<file path="src/logic/card_access_defines.svh">
// Timing constants and the overview of the removable media access control
// Overview of operation
// - Button held one second requests access stop
// - Indicator blinks during stop, dark after
// - Indicator blinks while preparing, then steady
// - Stop waits for running card function
// - Prohibit flag ignores button, indicator lit
// - Forced-disable request stops access, ignores prohibit
// - Request changes ignored until status follows
// - Status flag set, indicator dark when stopped
// - Insertion keeps indicator off while disabled
// - Comment/initial-value access finishes, later raises error
// - Tool, messaging, transfer server get errors
// - File instruction completes, later ones error
// - Backup stops after file, records cause
// - Sensor backup completes, later gets error
// - Transfer client stops after file, errors
// - Cassette change erases device/label memory
// - Cassette-present flag set when recognised
// - Capacity mismatch blinks error indicator only
`ifndef CARD_ACCESS_DEFINES_SVH
`define CARD_ACCESS_DEFINES_SVH
`define CLOCK_HZ 50000000
`define BUTTON_HOLD_MS 1000
`define BUTTON_HOLD_CYCLES ((`CLOCK_HZ / 1000) * `BUTTON_HOLD_MS)
`define BLINK_HALF_MS 250
`define BLINK_HALF_CYCLES ((`CLOCK_HZ / 1000) * `BLINK_HALF_MS)
`define PREPARE_MS 100
`define PREPARE_CYCLES ((`CLOCK_HZ / 1000) * `PREPARE_MS)
`define ERR_NONE 4'h0
`define ERR_DISABLED_DURING 4'h1
`define ERR_DISABLED_AFTER 4'h2
`endif

</file>
<file path="src/logic/card_access_pkg.sv">
// Types shared by the removable media access control
package card_access_pkg;
   typedef enum logic [2:0]
   {
      CARD_EMPTY = 3'b000,
      CARD_PREPARE = 3'b001,
      CARD_READY = 3'b010,
      CARD_STOPPING = 3'b011,
      CARD_STOPPED = 3'b100
   } card_state_e;
endpackage : card_access_pkg

</file>
<file path="src/logic/pin_sync.sv">
// Three-stage pin synchroniser with agreement filter
module pin_sync
(
   input wire logic clock,
   input wire logic reset,
   input wire logic pinIn,
   output logic pinOut
);
   // Stage registers; first stage is read only by the second
   logic s1_r;
   logic s2_r;
   logic s3_r;
   logic out_r;

   // Level accepted only when second and third stage agree
   always_ff @(posedge clock)
   begin
      if (reset)
      begin
         s1_r <= 1'b0;
         s2_r <= 1'b0;
         s3_r <= 1'b0;
         out_r <= 1'b0;
      end
      else
      begin
         s1_r <= pinIn;
         s2_r <= s1_r;
         s3_r <= s2_r;
         if (s2_r == s3_r)
         begin
            out_r <= s3_r;
         end
      end
   end

   assign pinOut = out_r;
endmodule : pin_sync

</file>
<file path="src/logic/removable_media_access_control.sv">
// Card access stop control and extended memory cassette reporting
`include "card_access_defines.svh"
module removable_media_access_control
   import card_access_pkg::*;
#(
   parameter int unsigned HOLD_CYCLES = `BUTTON_HOLD_CYCLES,
   parameter int unsigned BLINK_CYCLES = `BLINK_HALF_CYCLES,
   parameter int unsigned PREP_CYCLES = `PREPARE_CYCLES
)
(
   input wire logic clock,
   input wire logic reset,
   input wire logic cardOffButton,
   input wire logic cardDetect,
   input wire logic removeInsertProhibit,
   input wire logic forcedDisableRequest,
   output logic forcedDisableStatus,
   output logic cardReadyIndicator,
   output logic cardAccessEnable,
   input wire logic commentBusy,
   input wire logic commentReq,
   output logic commentError,
   input wire logic remoteReq,
   output logic remoteError,
   input wire logic fileInstrBusy,
   input wire logic fileInstrReq,
   output logic fileInstrError,
   input wire logic backupBusy,
   input wire logic backupFileDone,
   input wire logic backupReq,
   output logic backupAbort,
   output logic [3:0] backupErrorCause,
   input wire logic sensorBackupBusy,
   input wire logic sensorBackupReq,
   output logic sensorBackupError,
   input wire logic transferBusy,
   input wire logic transferFileDone,
   input wire logic transferReq,
   output logic transferAbort,
   output logic [3:0] transferStatus,
   input wire logic cassetteDetect,
   input wire logic capacityMismatch,
   output logic cassettePresentFlag,
   output logic deviceMemoryErase,
   output logic errorIndicator
);
   // Synchronised pin levels
   // Each pin passes four flops, since none of them is on this clock
   logic buttonSync;
   logic cardSync;
   logic cassetteSync;

   pin_sync buttonSyncInst
   (
      .clock(clock),
      .reset(reset),
      .pinIn(cardOffButton),
      .pinOut(buttonSync)
   );

   pin_sync cardSyncInst
   (
      .clock(clock),
      .reset(reset),
      .pinIn(cardDetect),
      .pinOut(cardSync)
   );

   pin_sync cassetteSyncInst
   (
      .clock(clock),
      .reset(reset),
      .pinIn(cassetteDetect),
      .pinOut(cassetteSync)
   );

   // All state of the block except the three pin synchronisers in one record
   typedef struct packed
   {
      card_state_e state;
      logic [31:0] holdCount;
      logic [31:0] blinkCount;
      logic [31:0] prepCount;
      logic blink;
      logic disStatus;
      logic reqSeen;
      logic stickyOff;
      logic cassettePrev;
      logic cassetteFlag;
      logic cassetteSeen;
      logic [2:0] settleCount; // Edges since reset, saturating at seven
      logic erase;
      logic commentErr;
      logic remoteErr;
      logic fileErr;
      logic backupAbt;
      logic [3:0] backupCause;
      logic sensorErr;
      logic transferAbt;
      logic [3:0] transferStat;
      logic errBlink;
   } ctl_s;

   ctl_s ctl_r;
   ctl_s ctl_nxt;

   // Any whole-job function (comment, file instruction, sensor backup) still in flight
   logic finishBusy;
   // Stop may complete only when file-granular jobs reach a file boundary
   logic backupIdle;
   logic transferIdle;
   // Stop lands this cycle, so the status flag can rise with it
   logic stopNow;

   assign backupIdle = !backupBusy || backupFileDone;
   assign transferIdle = !transferBusy || transferFileDone;
   assign finishBusy = commentBusy || fileInstrBusy || sensorBackupBusy;

   // Next-state logic for the whole block
   always_comb
   begin
      ctl_nxt = ctl_r;
      ctl_nxt.erase = 1'b0;
      ctl_nxt.commentErr = 1'b0;
      ctl_nxt.remoteErr = 1'b0;
      ctl_nxt.fileErr = 1'b0;
      ctl_nxt.backupAbt = 1'b0;
      ctl_nxt.sensorErr = 1'b0;
      ctl_nxt.transferAbt = 1'b0;
      stopNow = 1'b0;

      // Free-running blink phase shared by both indicators
      // One shared counter keeps both lamps in step, the registered error lamp one cycle behind, at the cost of a 32-bit register
      if (ctl_r.blinkCount >= BLINK_CYCLES - 1)
      begin
         ctl_nxt.blinkCount = 32'h0;
         ctl_nxt.blink = !ctl_r.blink;
      end
      else
      begin
         ctl_nxt.blinkCount = ctl_r.blinkCount + 32'h1;
      end

      // Hold timer for the stop button; prohibit masks it entirely
      // The count saturates, so a very long press cannot wrap and re-arm
      if (buttonSync && !removeInsertProhibit)
      begin
         if (ctl_r.holdCount < HOLD_CYCLES)
         begin
            ctl_nxt.holdCount = ctl_r.holdCount + 32'h1;
         end
      end
      else
      begin
         ctl_nxt.holdCount = 32'h0;
      end

      // Request edges only count once status has caught up
      // A change made before status follows is dropped, not queued
      if (forcedDisableRequest != ctl_r.reqSeen && ctl_r.reqSeen == ctl_r.disStatus)
      begin
         ctl_nxt.reqSeen = forcedDisableRequest;
      end

      case (ctl_r.state)
         CARD_EMPTY:
         begin
            // A card arriving while disabled goes dark at once, with no blink
            if (cardSync && (ctl_r.reqSeen || ctl_r.disStatus || ctl_r.stickyOff))
            begin
               ctl_nxt.state = CARD_STOPPED;
            end
            // Card seen: prepare it from a fresh count
            else if (cardSync)
            begin
               ctl_nxt.state = CARD_PREPARE;
               ctl_nxt.prepCount = 32'h0;
            end
         end
         CARD_PREPARE:
         begin
            // Card pulled mid-prepare goes back to empty
            if (!cardSync)
            begin
               ctl_nxt.state = CARD_EMPTY;
            end
            else if (ctl_r.reqSeen || ctl_r.disStatus || ctl_r.stickyOff)
            begin
               ctl_nxt.state = CARD_STOPPED;
            end
            else if (ctl_r.prepCount >= PREP_CYCLES - 1)
            begin
               ctl_nxt.state = CARD_READY;
            end
            else
            begin
               ctl_nxt.prepCount = ctl_r.prepCount + 32'h1;
            end
         end
         CARD_READY:
         begin
            // The forced request outranks the button; both lead to stopping
            if (!cardSync)
            begin
               ctl_nxt.state = CARD_EMPTY;
            end
            else if (ctl_r.reqSeen)
            begin
               ctl_nxt.state = CARD_STOPPING;
            end
            else if (ctl_r.holdCount >= HOLD_CYCLES)
            begin
               ctl_nxt.state = CARD_STOPPING;
               ctl_nxt.stickyOff = 1'b1;
            end
         end
         CARD_STOPPING:
         begin
            // Abort file-granular jobs at their next file boundary
            if (backupBusy && backupFileDone)
            begin
               ctl_nxt.backupAbt = 1'b1;
               ctl_nxt.backupCause = `ERR_DISABLED_DURING;
            end
            if (transferBusy && transferFileDone)
            begin
               ctl_nxt.transferAbt = 1'b1;
               ctl_nxt.transferStat = `ERR_DISABLED_DURING;
            end
            // Whole-job functions finish first, so stop latency follows the slowest one
            if (!finishBusy && backupIdle && transferIdle)
            begin
               stopNow = 1'b1;
               ctl_nxt.state = CARD_STOPPED;
            end
         end
         CARD_STOPPED:
         begin
            // Removing the card with no request or status pending brings the slot back to empty
            if (!cardSync && !ctl_r.reqSeen && !ctl_r.disStatus)
            begin
               ctl_nxt.state = CARD_EMPTY;
            end
         end
         // Unused codes fall back to the empty slot
         default:
         begin
            ctl_nxt.state = CARD_EMPTY;
         end
      endcase

      // Status flag follows the accepted request once the stop lands
      if (ctl_r.reqSeen && !ctl_r.disStatus && (stopNow || ctl_r.state == CARD_STOPPED
          || ctl_r.state == CARD_EMPTY))
      begin
         ctl_nxt.disStatus = 1'b1;
      end
      else if (!ctl_r.reqSeen && ctl_r.disStatus)
      begin
         // Clearing the request also forgets an earlier button stop
         ctl_nxt.disStatus = 1'b0;
         ctl_nxt.stickyOff = 1'b0;
      end

      // Requests to a stopping or stopped card are refused with errors; a backup request only records its cause, with no abort pulse
      // Remote access is refused even while stopping; the others are waited for
      if (ctl_r.state == CARD_STOPPING || ctl_r.state == CARD_STOPPED || ctl_r.state == CARD_EMPTY)
      begin
         ctl_nxt.commentErr = commentReq && ctl_r.state != CARD_STOPPING;
         ctl_nxt.remoteErr = remoteReq;
         ctl_nxt.fileErr = fileInstrReq && ctl_r.state != CARD_STOPPING;
         ctl_nxt.sensorErr = sensorBackupReq && ctl_r.state != CARD_STOPPING;
         if (backupReq && ctl_r.state != CARD_STOPPING)
         begin
            ctl_nxt.backupCause = `ERR_DISABLED_AFTER;
         end
         if (transferReq && ctl_r.state != CARD_STOPPING)
         begin
            ctl_nxt.transferAbt = 1'b1;
            ctl_nxt.transferStat = `ERR_DISABLED_AFTER;
         end
      end

      // Cassette tracking: the level held once the synchroniser has settled counts as recognised
      // The synchronisers read zero for a few edges after reset, so a cassette fitted at power-on
      // would otherwise look like a fresh insertion and wipe the memory
      ctl_nxt.cassettePrev = cassetteSync;
      if (ctl_r.settleCount != 3'h7)
      begin
         ctl_nxt.settleCount = ctl_r.settleCount + 3'h1;
      end
      ctl_nxt.cassetteSeen = (ctl_r.settleCount == 3'h7);
      ctl_nxt.cassetteFlag = cassetteSync;
      if (ctl_r.cassetteSeen && cassetteSync != ctl_r.cassettePrev)
      begin
         ctl_nxt.erase = 1'b1;
      end

      // Mismatch shows as a blinking error lamp with no recorded error
      // Limitation: only the lamp tells; nothing is recorded for firmware to read
      ctl_nxt.errBlink = capacityMismatch && cassetteSync && ctl_r.blink;
   end

   // Register the whole record
   // Synchronous reset clears everything, the blink phase included
   always_ff @(posedge clock)
   begin
      if (reset)
      begin
         ctl_r <= '0;
      end
      else
      begin
         ctl_r <= ctl_nxt;
      end
   end

   // Indicator: blink while preparing or stopping, off with no card
   // Decoded straight from the state register, so it adds no lag
   always_comb
   begin
      case (ctl_r.state)
         CARD_PREPARE: cardReadyIndicator = ctl_r.blink;
         CARD_READY: cardReadyIndicator = 1'b1;
         CARD_STOPPING: cardReadyIndicator = ctl_r.blink;
         CARD_STOPPED: cardReadyIndicator = 1'b0;
         default: cardReadyIndicator = 1'b0;
      endcase
   end

   // Access stays granted while stopping so running jobs can finish
   assign cardAccessEnable = (ctl_r.state == CARD_READY) || (ctl_r.state == CARD_STOPPING);
   // Flags and error pulses come straight from the record
   assign forcedDisableStatus = ctl_r.disStatus;
   assign commentError = ctl_r.commentErr;
   assign remoteError = ctl_r.remoteErr;
   assign fileInstrError = ctl_r.fileErr;
   assign backupAbort = ctl_r.backupAbt;
   assign backupErrorCause = ctl_r.backupCause;
   assign sensorBackupError = ctl_r.sensorErr;
   assign transferAbort = ctl_r.transferAbt;
   assign transferStatus = ctl_r.transferStat;
   assign cassettePresentFlag = ctl_r.cassetteFlag;
   assign deviceMemoryErase = ctl_r.erase;
   assign errorIndicator = ctl_r.errBlink;
endmodule : removable_media_access_control

</file>
<file path="config.mk">
export PLATFORM = sky130hd
export DESIGN_NAME = removable_media_access_control
export DESIGN_NICKNAME = d
export VERILOG_FILES = /design/src/logic/card_access_pkg.sv /design/src/logic/pin_sync.sv /design/src/logic/removable_media_access_control.sv
export VERILOG_INCLUDE_DIRS = /design/src /design/src/logic
export SDC_FILE = /design/constraint.sdc
export NUM_CORES = 1
export LEC_CHECK = 0
export ABC_CLOCK_PERIOD_IN_PS = 3300
export BUFFER_PORTS_ARGS = -buffer_cell sky130_fd_sc_hd__buf_2
export CAP_MARGIN = 20
export CORE_MARGIN = 5
export CORE_UTILIZATION = 35
export CTS_CLUSTER_SIZE = 14
export DETAILED_ROUTE_END_ITERATION = 10
export PLACE_DENSITY_LB_ADDON = 0.2
export SLEW_MARGIN = 30
export SYNTH_ARGS = -nofsm -noshare
export SYNTH_HDL_FRONTEND = slang
export SYNTH_SLANG_ARGS = --single-unit
</file>
<file path="constraint.sdc">
create_clock -name clock -period 3.3 [get_ports clock]
set_input_delay 0.66 -clock clock [delete_from_list [all_inputs] [get_ports clock]]
set_output_delay 0.66 -clock clock [all_outputs]
set_load 0.02 [all_outputs]
</file>
==> impl_metrics.yaml, run 1 <==
floorplanning:
  rows: 47
  die_w_microns: 138.9
  num_io_pins: 41
  die_h_microns: 138.9
  die-area_sq_um: 19290
  core_sq_um: 16470
  initial_core_util_pct: 35.30
synth:
  synth_xor_area_share_pct: 6.328
  synth_top_area_share_pct: 46.84
  ys_seq_area_share_pct: 46.84
  synthFlopType: "dfxtp_1"
  async_reset_ff_share_pct: 0
  synth-seq-cells: 136
  synth_edf_count: 0
  synthTopCellsByArea: "dfxtp_1, nor2_1, xor2_1, nand3_1, a21oi_1"
  avgSynthCellArea_sq_um: 8.902
  syn_inst: 653
  synth_mux_area_share_pct: 0.6888
  synth_top_area_cell: "dfxtp_1"
  synthSimpleGateAreaFrac_pct: 28.71
  yosysUniqueCellTypes: 60
  synthAdderAreaFrac_pct: 1.937
  synth_compound_area_share_pct: 11.41
  synth_area_sq_um: 5813
  ys_warn_count: 0
  yosysMostFrequentCell: "dfxtp_1"
  ys_top_cells_by_count: "dfxtp_1, nor2_1, nand2_1"
  synth_top_family_by_area: "simple AND/OR/NAND/NOR gates"
timing:
  tightest_slew_ps: 901.6
  clock.fmax_mhz: 380.9
  rsz0062_at_grt: "no"
  setup_tns_ps: 0
  finalSetupViolations: 0
  period_minus_slack_ps: 2625
  final-max-slew-violation-count: 0
  min_period_over_period_pct: 79.55
  hold_viol_final: 0
  maxSlewHeadroom_pct: 39.89
  finClkSkew_ps: 10.84
min_path:
  hp-class: "flip-flop to flip-flop"
  hold_start: "cardSyncInst.s1_r"
  holdPathEnd: "cardSyncInst.s2_r"
  whs_path_depth: 1
global_routing:
  grt_pass1_wl_mm: 20.78
  grt_pass1_vias: 4396
  grt_max_degree: 26
  antenna_found_initial: 0
  overflow: 0
  grt_usage_pct: 12.95
routing:
  wl_per_cell_microns: 13.26
  drtIter0Drc: 235
  num_vias: 4632
  drc: 0
  drt_first_pass_iters: 4
  postRouteAntennaNets: 0
  vias_per_cell: 5.008
  wl_mm: 12.26
clocking:
  cts.path.max_buffers: 2
  h-tree-depth: 4
  postCtsHoldBufs: 0
  cts_made_buffers: 17
  ctsResizeCount: 0
  insertion_delay_ps: 420
  clkSinkCount: 136
  postCtsSetupBuffers: 0
  clkTransAtPathRegs_ps: 60
  cts-root-buf: "clkbuf_16"
  cts_tree: "done"
setup_path:
  cp_num_buf_inv: 1
  path_max_fanout: 13
  r2r_setup_slack_ps: 670
  start_kind: "flip-flop"
  timing.rr.start: "forcedDisableStatus"
  r2r_end: "ctl_r[40]"
  crit_chain: "inv_1 > ha_1 > nand4bb_1 > or4_1 > or3_1 > o41a_1 > or4b_1 > o21ai_1"
  cp.required_ps: 3640
  path_class: "flip-flop to flip-flop"
  cpPeakStageDelay_ps: 600
  endpoint_kind: "flip-flop"
  arrival_ps: 2970
  cp_top_family: "simple AND/OR/NAND/NOR gates"
  r2r_cells: 8
  cp_slowest_cell: "or4_1"
run:
  drv_cap: 0
pwr:
  powerDensity_nw_per_um2: 604.8
  max-vdd-ir-drop_mv: 0.3867
  p_leak_nw: 2.517
layout:
  area_growth_syn_to_layout_pct: 17.41
  antenna_cells: 0
  top_register: "ctl_r"
  fin_util_pct: 41.45
  fillerInstances: 1654
  seq_area_sq_um: 2723
  drive_above_1_share_pct: 11.77
  multi_input_area_sq_um: 2883
  largest_register_ffs: 106
  nNetsFinal: 722
placed_design:
  dp_hpwl_mm: 8.676
  io_buffers: 40
  place_congestion: 0.8389
run_status:
  status: "finished, final reports clean"
## layer usage
layer,GRT usage (%),vias up,share of wire [%]
li1,-,2388,-
met1,16.49,2156,48
met2,20.92,71,47
met3,3.655,17,3.5
met4,4.892,0,1.6
met5,0,-,0
## power by group
group	leakage, nW	switching (mW)	internal (mW)
Combinational	1.10	0.233	0.128
Sequential	1.10	0.0531	1.69
Clock	0.312	0.698	1.32
Total	2.52	0.984	3.14
## final cells by class
| cell class | count | area share (%) |
|---|---|---|
| Inverter | 18 | 0.9899 |
| Sequential cell | 136 | 39.89 |
| Clock buffer | 20 | 6.838 |
| Clock inverter | 12 | 2.530 |
| Tap cell | 220 | 4.033 |
| Timing Repair Buffer | 45 | 3.483 |
| Multi-Input combinational cell | 474 | 42.24 |
## kinds of logic after synthesis
family / Yosys count
buffers and inverters: 50
and+or+nand+nor: 307
muxes: 4
other: 1
adders and majority gates: 9
AOI/OAI and AO/OA: 104
DFF: 136
xor gates and xnor gates: 42
## stage by stage
step | hold slack (ps) | area [sq um] | power [mW] | setup slack [ps] | instances
floorplan | 413.8 | 5839 | 2.011 | 859.4 | 660
global placement | 423.4 | 6186 | 2.147 | 745.2 | 893
detailed placement | 427.2 | 6186 | 2.154 | 687.1 | 893
CTS | 435.3 | 6825 | 4.183 | 668.6 | 925
global route | 445.8 | 6825 | 4.300 | 503.7 | 925
finish | 436.0 | 6825 | 4.128 | 674.9 | 925
## worst max-delay path by stage
stage          slack [ps]  cells past startpoint         to                start
2_1_floorplan         860                      9  ctl_r[38]  forcedDisableStatus
3_3_place_gp          750                      8  ctl_r[42]  forcedDisableStatus
3_5_place_dp          690                      8  ctl_r[42]  forcedDisableStatus
4_1_cts               670                      8  ctl_r[42]  forcedDisableStatus
5_1_grt               500                      8  ctl_r[40]  forcedDisableStatus
6_report              670                      8  ctl_r[40]  forcedDisableStatus
## worst register-to-register path: stages (launching register included)
cell and delay, ps:
dfxtp_1 330, inv_1 110, ha_1 180, nand4bb_1 160
or4_1 600, or3_1 330, o41a_1 250, or4b_1 520
o21ai_1 80
## layout by cell type, fill, tap and decap left out, types with 5 or more instances in the layout
cell | Yosys | routed
and2_1 | 15 | 15
o31ai_1 | 11 | 11
clkbuf_16 | 0 | 17
nor3_1 | 9 | 9
nand4_1 | 18 | 18
buf_4 | 8 | 5
or3_1 | 16 | 16
xnor2_1 | 15 | 15
o21ai_0 | 22 | 22
nor2_1 | 71 | 71
and4_1 | 9 | 9
inv_1 | 18 | 18
conb_1 | 1 | 8
and3_1 | 24 | 24
or4_1 | 12 | 12
nand2b_1 | 9 | 9
ha_1 | 9 | 9
xor2_1 | 27 | 27
nor2b_1 | 14 | 14
nand3_1 | 37 | 37
nand2_1 | 48 | 48
dfxtp_1 | 136 | 136
o211ai_1 | 5 | 5
buf_2 | 1 | 40
a21oi_1 | 36 | 36
Power figures use the tool's default switching activity.
==> inputs of run 2 (changes only) <==
--- a/config.mk
+++ b/config.mk
@@ -6,7 +6,8 @@
 export SDC_FILE = /design/constraint.sdc
 export NUM_CORES = 1
 export LEC_CHECK = 0
-export ABC_CLOCK_PERIOD_IN_PS = 3300
+export ABC_AREA = 1
+export ABC_CLOCK_PERIOD_IN_PS = 2620
 export BUFFER_PORTS_ARGS = -buffer_cell sky130_fd_sc_hd__buf_2
 export CAP_MARGIN = 20
 export CORE_MARGIN = 5
==> constraint.sdc (replaced) <==
create_clock -name clock -period 2.62 [get_ports clock]
set_input_delay 0.524 -clock clock [delete_from_list [all_inputs] [get_ports clock]]
set_output_delay 0.524 -clock clock [all_outputs]
set_load 0.02 [all_outputs]
==> impl_metrics.yaml, run 2 <==
routing:
  num_vias: 5971
  wl_met2_mm: 6.721
  wl_met3_microns: 509
  vias_per_cell: 4.523
  drtIter0Drc: 307
  wl_per_cell_microns: 11.45
  drc: 0
  postRouteAntennaNets: 0
  wl_mm: 15.11
  drt_first_pass_iters: 5
  top_layer: "met4"
  wl_met1_mm: 7.780
min_path:
  holdPathEnd: "buttonSyncInst.s1_r"
  whs_path_depth: 3
  hp-class: "input pin to flip-flop"
  hold_start: "cardOffButton"
clocking:
  ctsResizeCount: 0
  clkTransAtPathRegs_ps: 60
  cts_tree: "done"
  h-tree-depth: 4
  cts_made_buffers: 17
  clkSinkCount: 136
  cts-root-buf: "clkbuf_16"
  postCtsHoldBufs: 0
  cts.path.max_buffers: 2
  postCtsSetupBuffers: 0
  insertion_delay_ps: 420
synth:
  synth-seq-cells: 136
  synthTopCellsByArea: "dfxtp_1, nand2_1, nor2_1, inv_1, nand3_1"
  ys_warn_count: 0
  yosysMostFrequentCell: "nand2_1"
  avgSynthCellArea_sq_um: 6.696
  async_reset_ff_share_pct: 0
  synthFlopType: "dfxtp_1"
  syn_inst: 1007
  synth_edf_count: 0
  ys_seq_area_share_pct: 40.38
  yosysUniqueCellTypes: 36
  synth_area_sq_um: 6743
  synth_top_area_share_pct: 40.38
  ys_top_cells_by_count: "nand2_1, nor2_1, dfxtp_1"
  synth_top_area_cell: "dfxtp_1"
setup_path:
  start_kind: "flip-flop"
  arrival_ps: 2360
  r2r_setup_slack_ps: 600
  cp.required_ps: 2960
  path_max_fanout: 20
  timing.rr.start: "ctl_r[26]"
  endpoint_kind: "flip-flop"
  path_class: "flip-flop to flip-flop"
  r2r_end: "ctl_r[44]"
  r2r_cells: 12
run_status:
  status: "finished, final reports clean"
pwr:
  max-vdd-ir-drop_mv: 0.4771
  powerDensity_nw_per_um2: 697.8
  p_seq_share_pct: 40.4
  p_leak_nw: 3.008
  swShare_pct: 25.86
  power.clock.fraction_pct: 48.7
  p_switching_mw: 1.407
  p_int_mw: 4.033
  combPwrFrac_pct: 11.0
timing:
  whs_ps: 308.0
  setup_tns_ps: 0
  finClkSkew_ps: 10.91
  min_period_over_period_pct: 77.21
  finalSetupViolations: 0
  hold_viol_final: 0
  tightest_slew_ps: 615.9
  maxSlewHeadroom_pct: 58.90
  final-max-slew-violation-count: 0
  rsz0062_at_grt: "no"
  period_minus_slack_ps: 2023
  clock.fmax_mhz: 494.4
layout:
  largest_register_ffs: 106
  final_common_cell: "nand2_1"
  antenna_cells: 0
  fin_util_pct: 41.40
  top_register: "ctl_r"
  area_growth_syn_to_layout_pct: 15.61
  final_cell_mix: "nand2_1, nor2_1, dfxtp_1"
  drive_above_1_share_pct: 9.434
  design_area_sq_um: 7795
  nNetsFinal: 1077
placed_design:
  dp_hpwl_mm: 10.72
  place_congestion: 0.8304
  place_area_sq_um: 7144
  io_buffers: 40
global_routing:
  antenna_found_initial: 0
  grt_pass1_wl_mm: 26.47
  grt_pass1_vias: 5516
  grt_usage_pct: 14.34
  overflow: 0
  grt_max_degree: 47
floorplanning:
  core_sq_um: 18830
  num_io_pins: 41
  die_h_microns: 148.8
  die-area_sq_um: 22140
  rows: 50
  die_w_microns: 148.8
  initial_core_util_pct: 35.81
run:
  drv_cap: 0
[run 2: cell types whose count changed after synthesis, sizes merged, moves of 10 or more]
cell   previous run  this run
nand3            37        65
and2             16         0
nor2             71       207
o31ai            11         1
nand2            48       246
a21oi            36        61
and3             24         4
or4              13         0
inv              18       123
or3              16         0
nor3              9        21
nor2b            14         0
[run 2: how the worst max path moves through the flow]
| stage | to | depth (start not counted) | from |
|---|---|---|---|
| floorplan | ctl_r[27] | 10 | forcedDisableStatus |
| global placement | ctl_r[27] | 10 | ctl_r[23] |
| detailed placement | ctl_r[26] | 10 | forcedDisableStatus |
| CTS | cardReadyIndicator | 3 | ctl_r[122] |
| global route | ctl_r[54] | 13 | ctl_r[26] |
| finish | ctl_r[44] | 12 | ctl_r[26] |
[run 2: metal layers]
metal	global-route usage, %	vias to the layer above
li1	-	3210
met1	19.61	2670
met2	22.98	84
met3	2.947	7
met4	4.165	0
met5	0	-
[run 2: cell type report]
class	instances	area, sq um
Clock buffer	18	429.2
Sequential cell	136	2723
Inverter	124	466.7
Multi-Input combinational cell	721	3377
Timing Repair Buffer	47	252.7
Tap cell	260	325.3
Fill cell	2027	11040
Clock inverter	14	221.5
[run 2: critical path, stage by stage (launching register included)]
cell,delay (ps)
dfxtp_1,430
ha_1,260
nand2_2,100
nor2_4,210
nand2_4,90
nand2_2,70
nand2_2,40
nand2_2,60
nand2_2,60
nand3_2,90
buf_4,260
nand3_1,120
a21oi_1,150
[run 2: metrics by stage]
step                      setup slack [ps]  power, mW  std cells
after floorplan                      847.6      2.664       1014
after global placement               626.6      2.851       1288
after detailed placement             582.8      2.847       1288
after CTS                            562.0      5.513       1320
after global routing                 341.1      5.702       1320
final                                597.2      5.439       1320
[run 2: power by group through the flow]
stage	Clock [mW]	Combinational, mW	Sequential [mW]
floorplan	0	0.411	2.25
finish	2.65	0.597	2.20
CTS	2.71	0.609	2.20
global route	2.80	0.693	2.20
global placement	0	0.611	2.24
detailed placement	0	0.607	2.24
[run 2: logic make-up (layout without fill, tap and decap cells)]
logic type               after synthesis  count (layout)  synth area share [%]
adder cells (fa/ha/maj)                9               9                 1.670
AND/OR/NAND/NOR                      572             572                 35.70
other                                  1               8               0.05562
XOR/XNOR                              38              38                 4.936
flip-flops                           136             136                 40.38
buffers and inverters                157             203                 9.927
AO/OA/AOI/OAI                         94              94                 7.330
==> inputs of run 3 (changes only) <==
--- a/config.mk
+++ b/config.mk
@@ -6,8 +6,8 @@
 export SDC_FILE = /design/constraint.sdc
 export NUM_CORES = 1
 export LEC_CHECK = 0
-export ABC_AREA = 1
-export ABC_CLOCK_PERIOD_IN_PS = 2620
+export ABC_AREA = 0
+export ABC_CLOCK_PERIOD_IN_PS = 1700
 export BUFFER_PORTS_ARGS = -buffer_cell sky130_fd_sc_hd__buf_2
 export CAP_MARGIN = 20
 export CORE_MARGIN = 5
==> constraint.sdc (replaced) <==
create_clock -name clock -period 1.7 [get_ports clock]
set_input_delay 0.34 -clock clock [delete_from_list [all_inputs] [get_ports clock]]
set_output_delay 0.34 -clock clock [all_outputs]
set_load 0.02 [all_outputs]
==> impl_metrics.yaml, run 3 (synthesis results as in run 1) <==
run_status:
  status: "finished with violations"
  violations: "negative setup slack"
min_path:
  hold_start: "cardOffButton"
  holdPathEnd: "buttonSyncInst.s1_r"
  whs_path_depth: 2
  hp-class: "input pin to flip-flop"
setup_path:
  r2r_end: "ctl_r[38]"
  r2r_cells: 9
  cp.required_ps: 2060
  path_max_fanout: 5
  crit_chain: "inv_4 > ha_4 > nand4bb_4 > or4_4 > or3_1 > o41a_1 > buf_4 > or4_4 > nand2_2"
  start_kind: "flip-flop"
  cpPeakStageDelay_ps: 450
  path_class: "flip-flop to flip-flop"
  cp_common_cell: "or4_4"
  timing.rr.start: "forcedDisableStatus"
  endpoint_kind: "flip-flop"
  arrival_ps: 2740
  r2r_setup_slack_ps: -670
  cp_slowest_cell: "or4_4"
global_routing:
  grt_usage_pct: 15.98
  grt_max_degree: 28
  grt_pass1_wl_mm: 25.60
  overflow: 0
  antenna_found_initial: 1
  grt_pass1_vias: 5448
pwr:
  p_leak_nw: 3.427
  power.clock.fraction_pct: 46.1
  powerDensity_nw_per_um2: 946.7
  swShare_pct: 24.88
  p_int_mw: 6.250
  p_switching_mw: 2.070
  p_seq_share_pct: 40.6
  max-vdd-ir-drop_mv: 0.7495
  combPwrFrac_pct: 13.3
placed_design:
  dp_hpwl_mm: 10.70
  io_buffers: 40
  place_congestion: 0.8688
routing:
  num_vias: 5389
  drtIter0Drc: 276
  wl_per_cell_microns: 14.76
  wl_mm: 15.78
  postRouteAntennaNets: 0
  drc: 0
  vias_per_cell: 5.041
  drt_first_pass_iters: 5
timing:
  maxSlewHeadroom_pct: 65.17
  setup_tns_ps: -27880
  finalSetupViolations: 80
  setup_slack_ps: -674.9
  clock.fmax_mhz: 421.1
  hold_viol_final: 0
  finClkSkew_ps: 10.61
  tightest_slew_ps: 509.3
  period_minus_slack_ps: 2375
  whs_ps: 137.2
  rsz0062_at_grt: "yes"
  final-max-slew-violation-count: 0
  min_period_over_period_pct: 139.7
layout:
  drive_above_1_share_pct: 40.92
  area_growth_syn_to_layout_pct: 51.18
  nNetsFinal: 866
  fin_util_pct: 53.37
  fillerInstances: 1476
  top_register: "ctl_r"
  final_cell_mix: "dfxtp_1, buf_4, nor2_1"
  largest_register_ffs: 106
  final_common_cell: "dfxtp_1"
clocking:
  insertion_delay_ps: 410
  h-tree-depth: 4
  cts_made_buffers: 17
  postCtsHoldBufs: 0
  clkSinkCount: 136
  cts.path.max_buffers: 2
  cts_tree: "done"
  clkTransAtPathRegs_ps: 60
  cts-root-buf: "clkbuf_16"
floorplanning:
  core_sq_um: 16470
  num_io_pins: 41
  die_h_microns: 138.9
  die_w_microns: 138.9
  rows: 47
  initial_core_util_pct: 35.30
  die-area_sq_um: 19290
run:
  drv_cap: 0
-- run 3: cell types whose count changed in the layout (fill, tap and decap cells not counted), moves of 12 or more --
cell / previous run / this run
buf_4: 7 / 124
nor3_1: 19 / 7
buf_6: 0 / 20
and3_1: 4 / 24
a21oi_1: 61 / 21
a21oi_2: 0 / 15
and2_1: 0 / 15
nor2b_1: 0 / 13
nand3_1: 64 / 26
inv_1: 121 / 15
nand2_1: 238 / 43
nor2_4: 1 / 21
nor2_1: 203 / 45
-- run 3: metal layers --
metal	global-route usage, %	up-vias	routed length (microns)
met1	19.87	2589	7045
met2	26.49	102	7831
met4	5.819	0	272
met3	4.552	20	630
li1	-	2678	-
met5	0	-	0
-- run 3: final cells by class --
class | count | area, sq um | area share [%]
antenna | 1 | 2.502 | 0.02847
clock buffer | 21 | 481.7 | 5.481
clock inverter | 10 | 142.6 | 1.623
inverter | 18 | 75.07 | 0.8542
multi-input combinational | 475 | 3606 | 41.03
sequential | 136 | 2739 | 31.16
tap | 220 | 275.3 | 3.132
timing repair buffer | 188 | 1466 | 16.69
-- run 3: worst max path at each step --
| stage | from | end | slack [ps] | cells past startpoint |
|---|---|---|---|---|
| final | forcedDisableStatus | ctl_r[38] | -670 | 9 |
| after global routing | ctl_r[52] | ctl_r[44] | -750 | 7 |
| after CTS | ctl_r[57] | ctl_r[39] | -640 | 7 |
| after detailed placement | ctl_r[23] | ctl_r[46] | -670 | 9 |
| after global placement | ctl_r[23] | ctl_r[38] | -650 | 9 |
| after floorplan | forcedDisableStatus | ctl_r[38] | -520 | 9 |
-- run 3: power groups by stage --
stage / clock network (mW) / logic (mW) / registers, mW
final: 3.84 / 1.11 / 3.38
after floorplan: 0 / 0.512 / 3.44
after global placement: 0 / 0.967 / 3.42
after global routing: 4.09 / 1.19 / 3.39
after detailed placement: 0 / 0.973 / 3.43
after CTS: 3.93 / 1.06 / 3.38
-- run 3: timing repair --
action | 4_1_cts | 5_1_grt
resized for setup | 58 | 111
setup buffers | 6 | 7
hold endpoints to repair | 0 | 0
setup endpoints to repair | 81 | 83
cloned | 1 | 3
pin swaps | 24 | 64
-- run 3: critical path: cells and delay by family (launching register included) --
kind,cells,cell delay [ps]
flip-flops,1,350
adder cells (fa/ha/maj),1,150
AO/OA/AOI/OAI,1,190
AND/OR/NAND/NOR,5,1390
buffers and inverters,2,240
-- run 3: metrics by stage --
stage          cell area, sq um  instances  worst slack, ps  power [mW]
3_5_place_dp               7320       1024           -674.3       4.402
3_3_place_gp               7320       1024           -645.0       4.392
2_1_floorplan              6017        660           -520.2       3.953
5_1_grt                    8788       1069           -746.7       8.669
4_1_cts                    8249       1061           -638.9       8.364
6_report                   8788       1069           -674.9       8.320
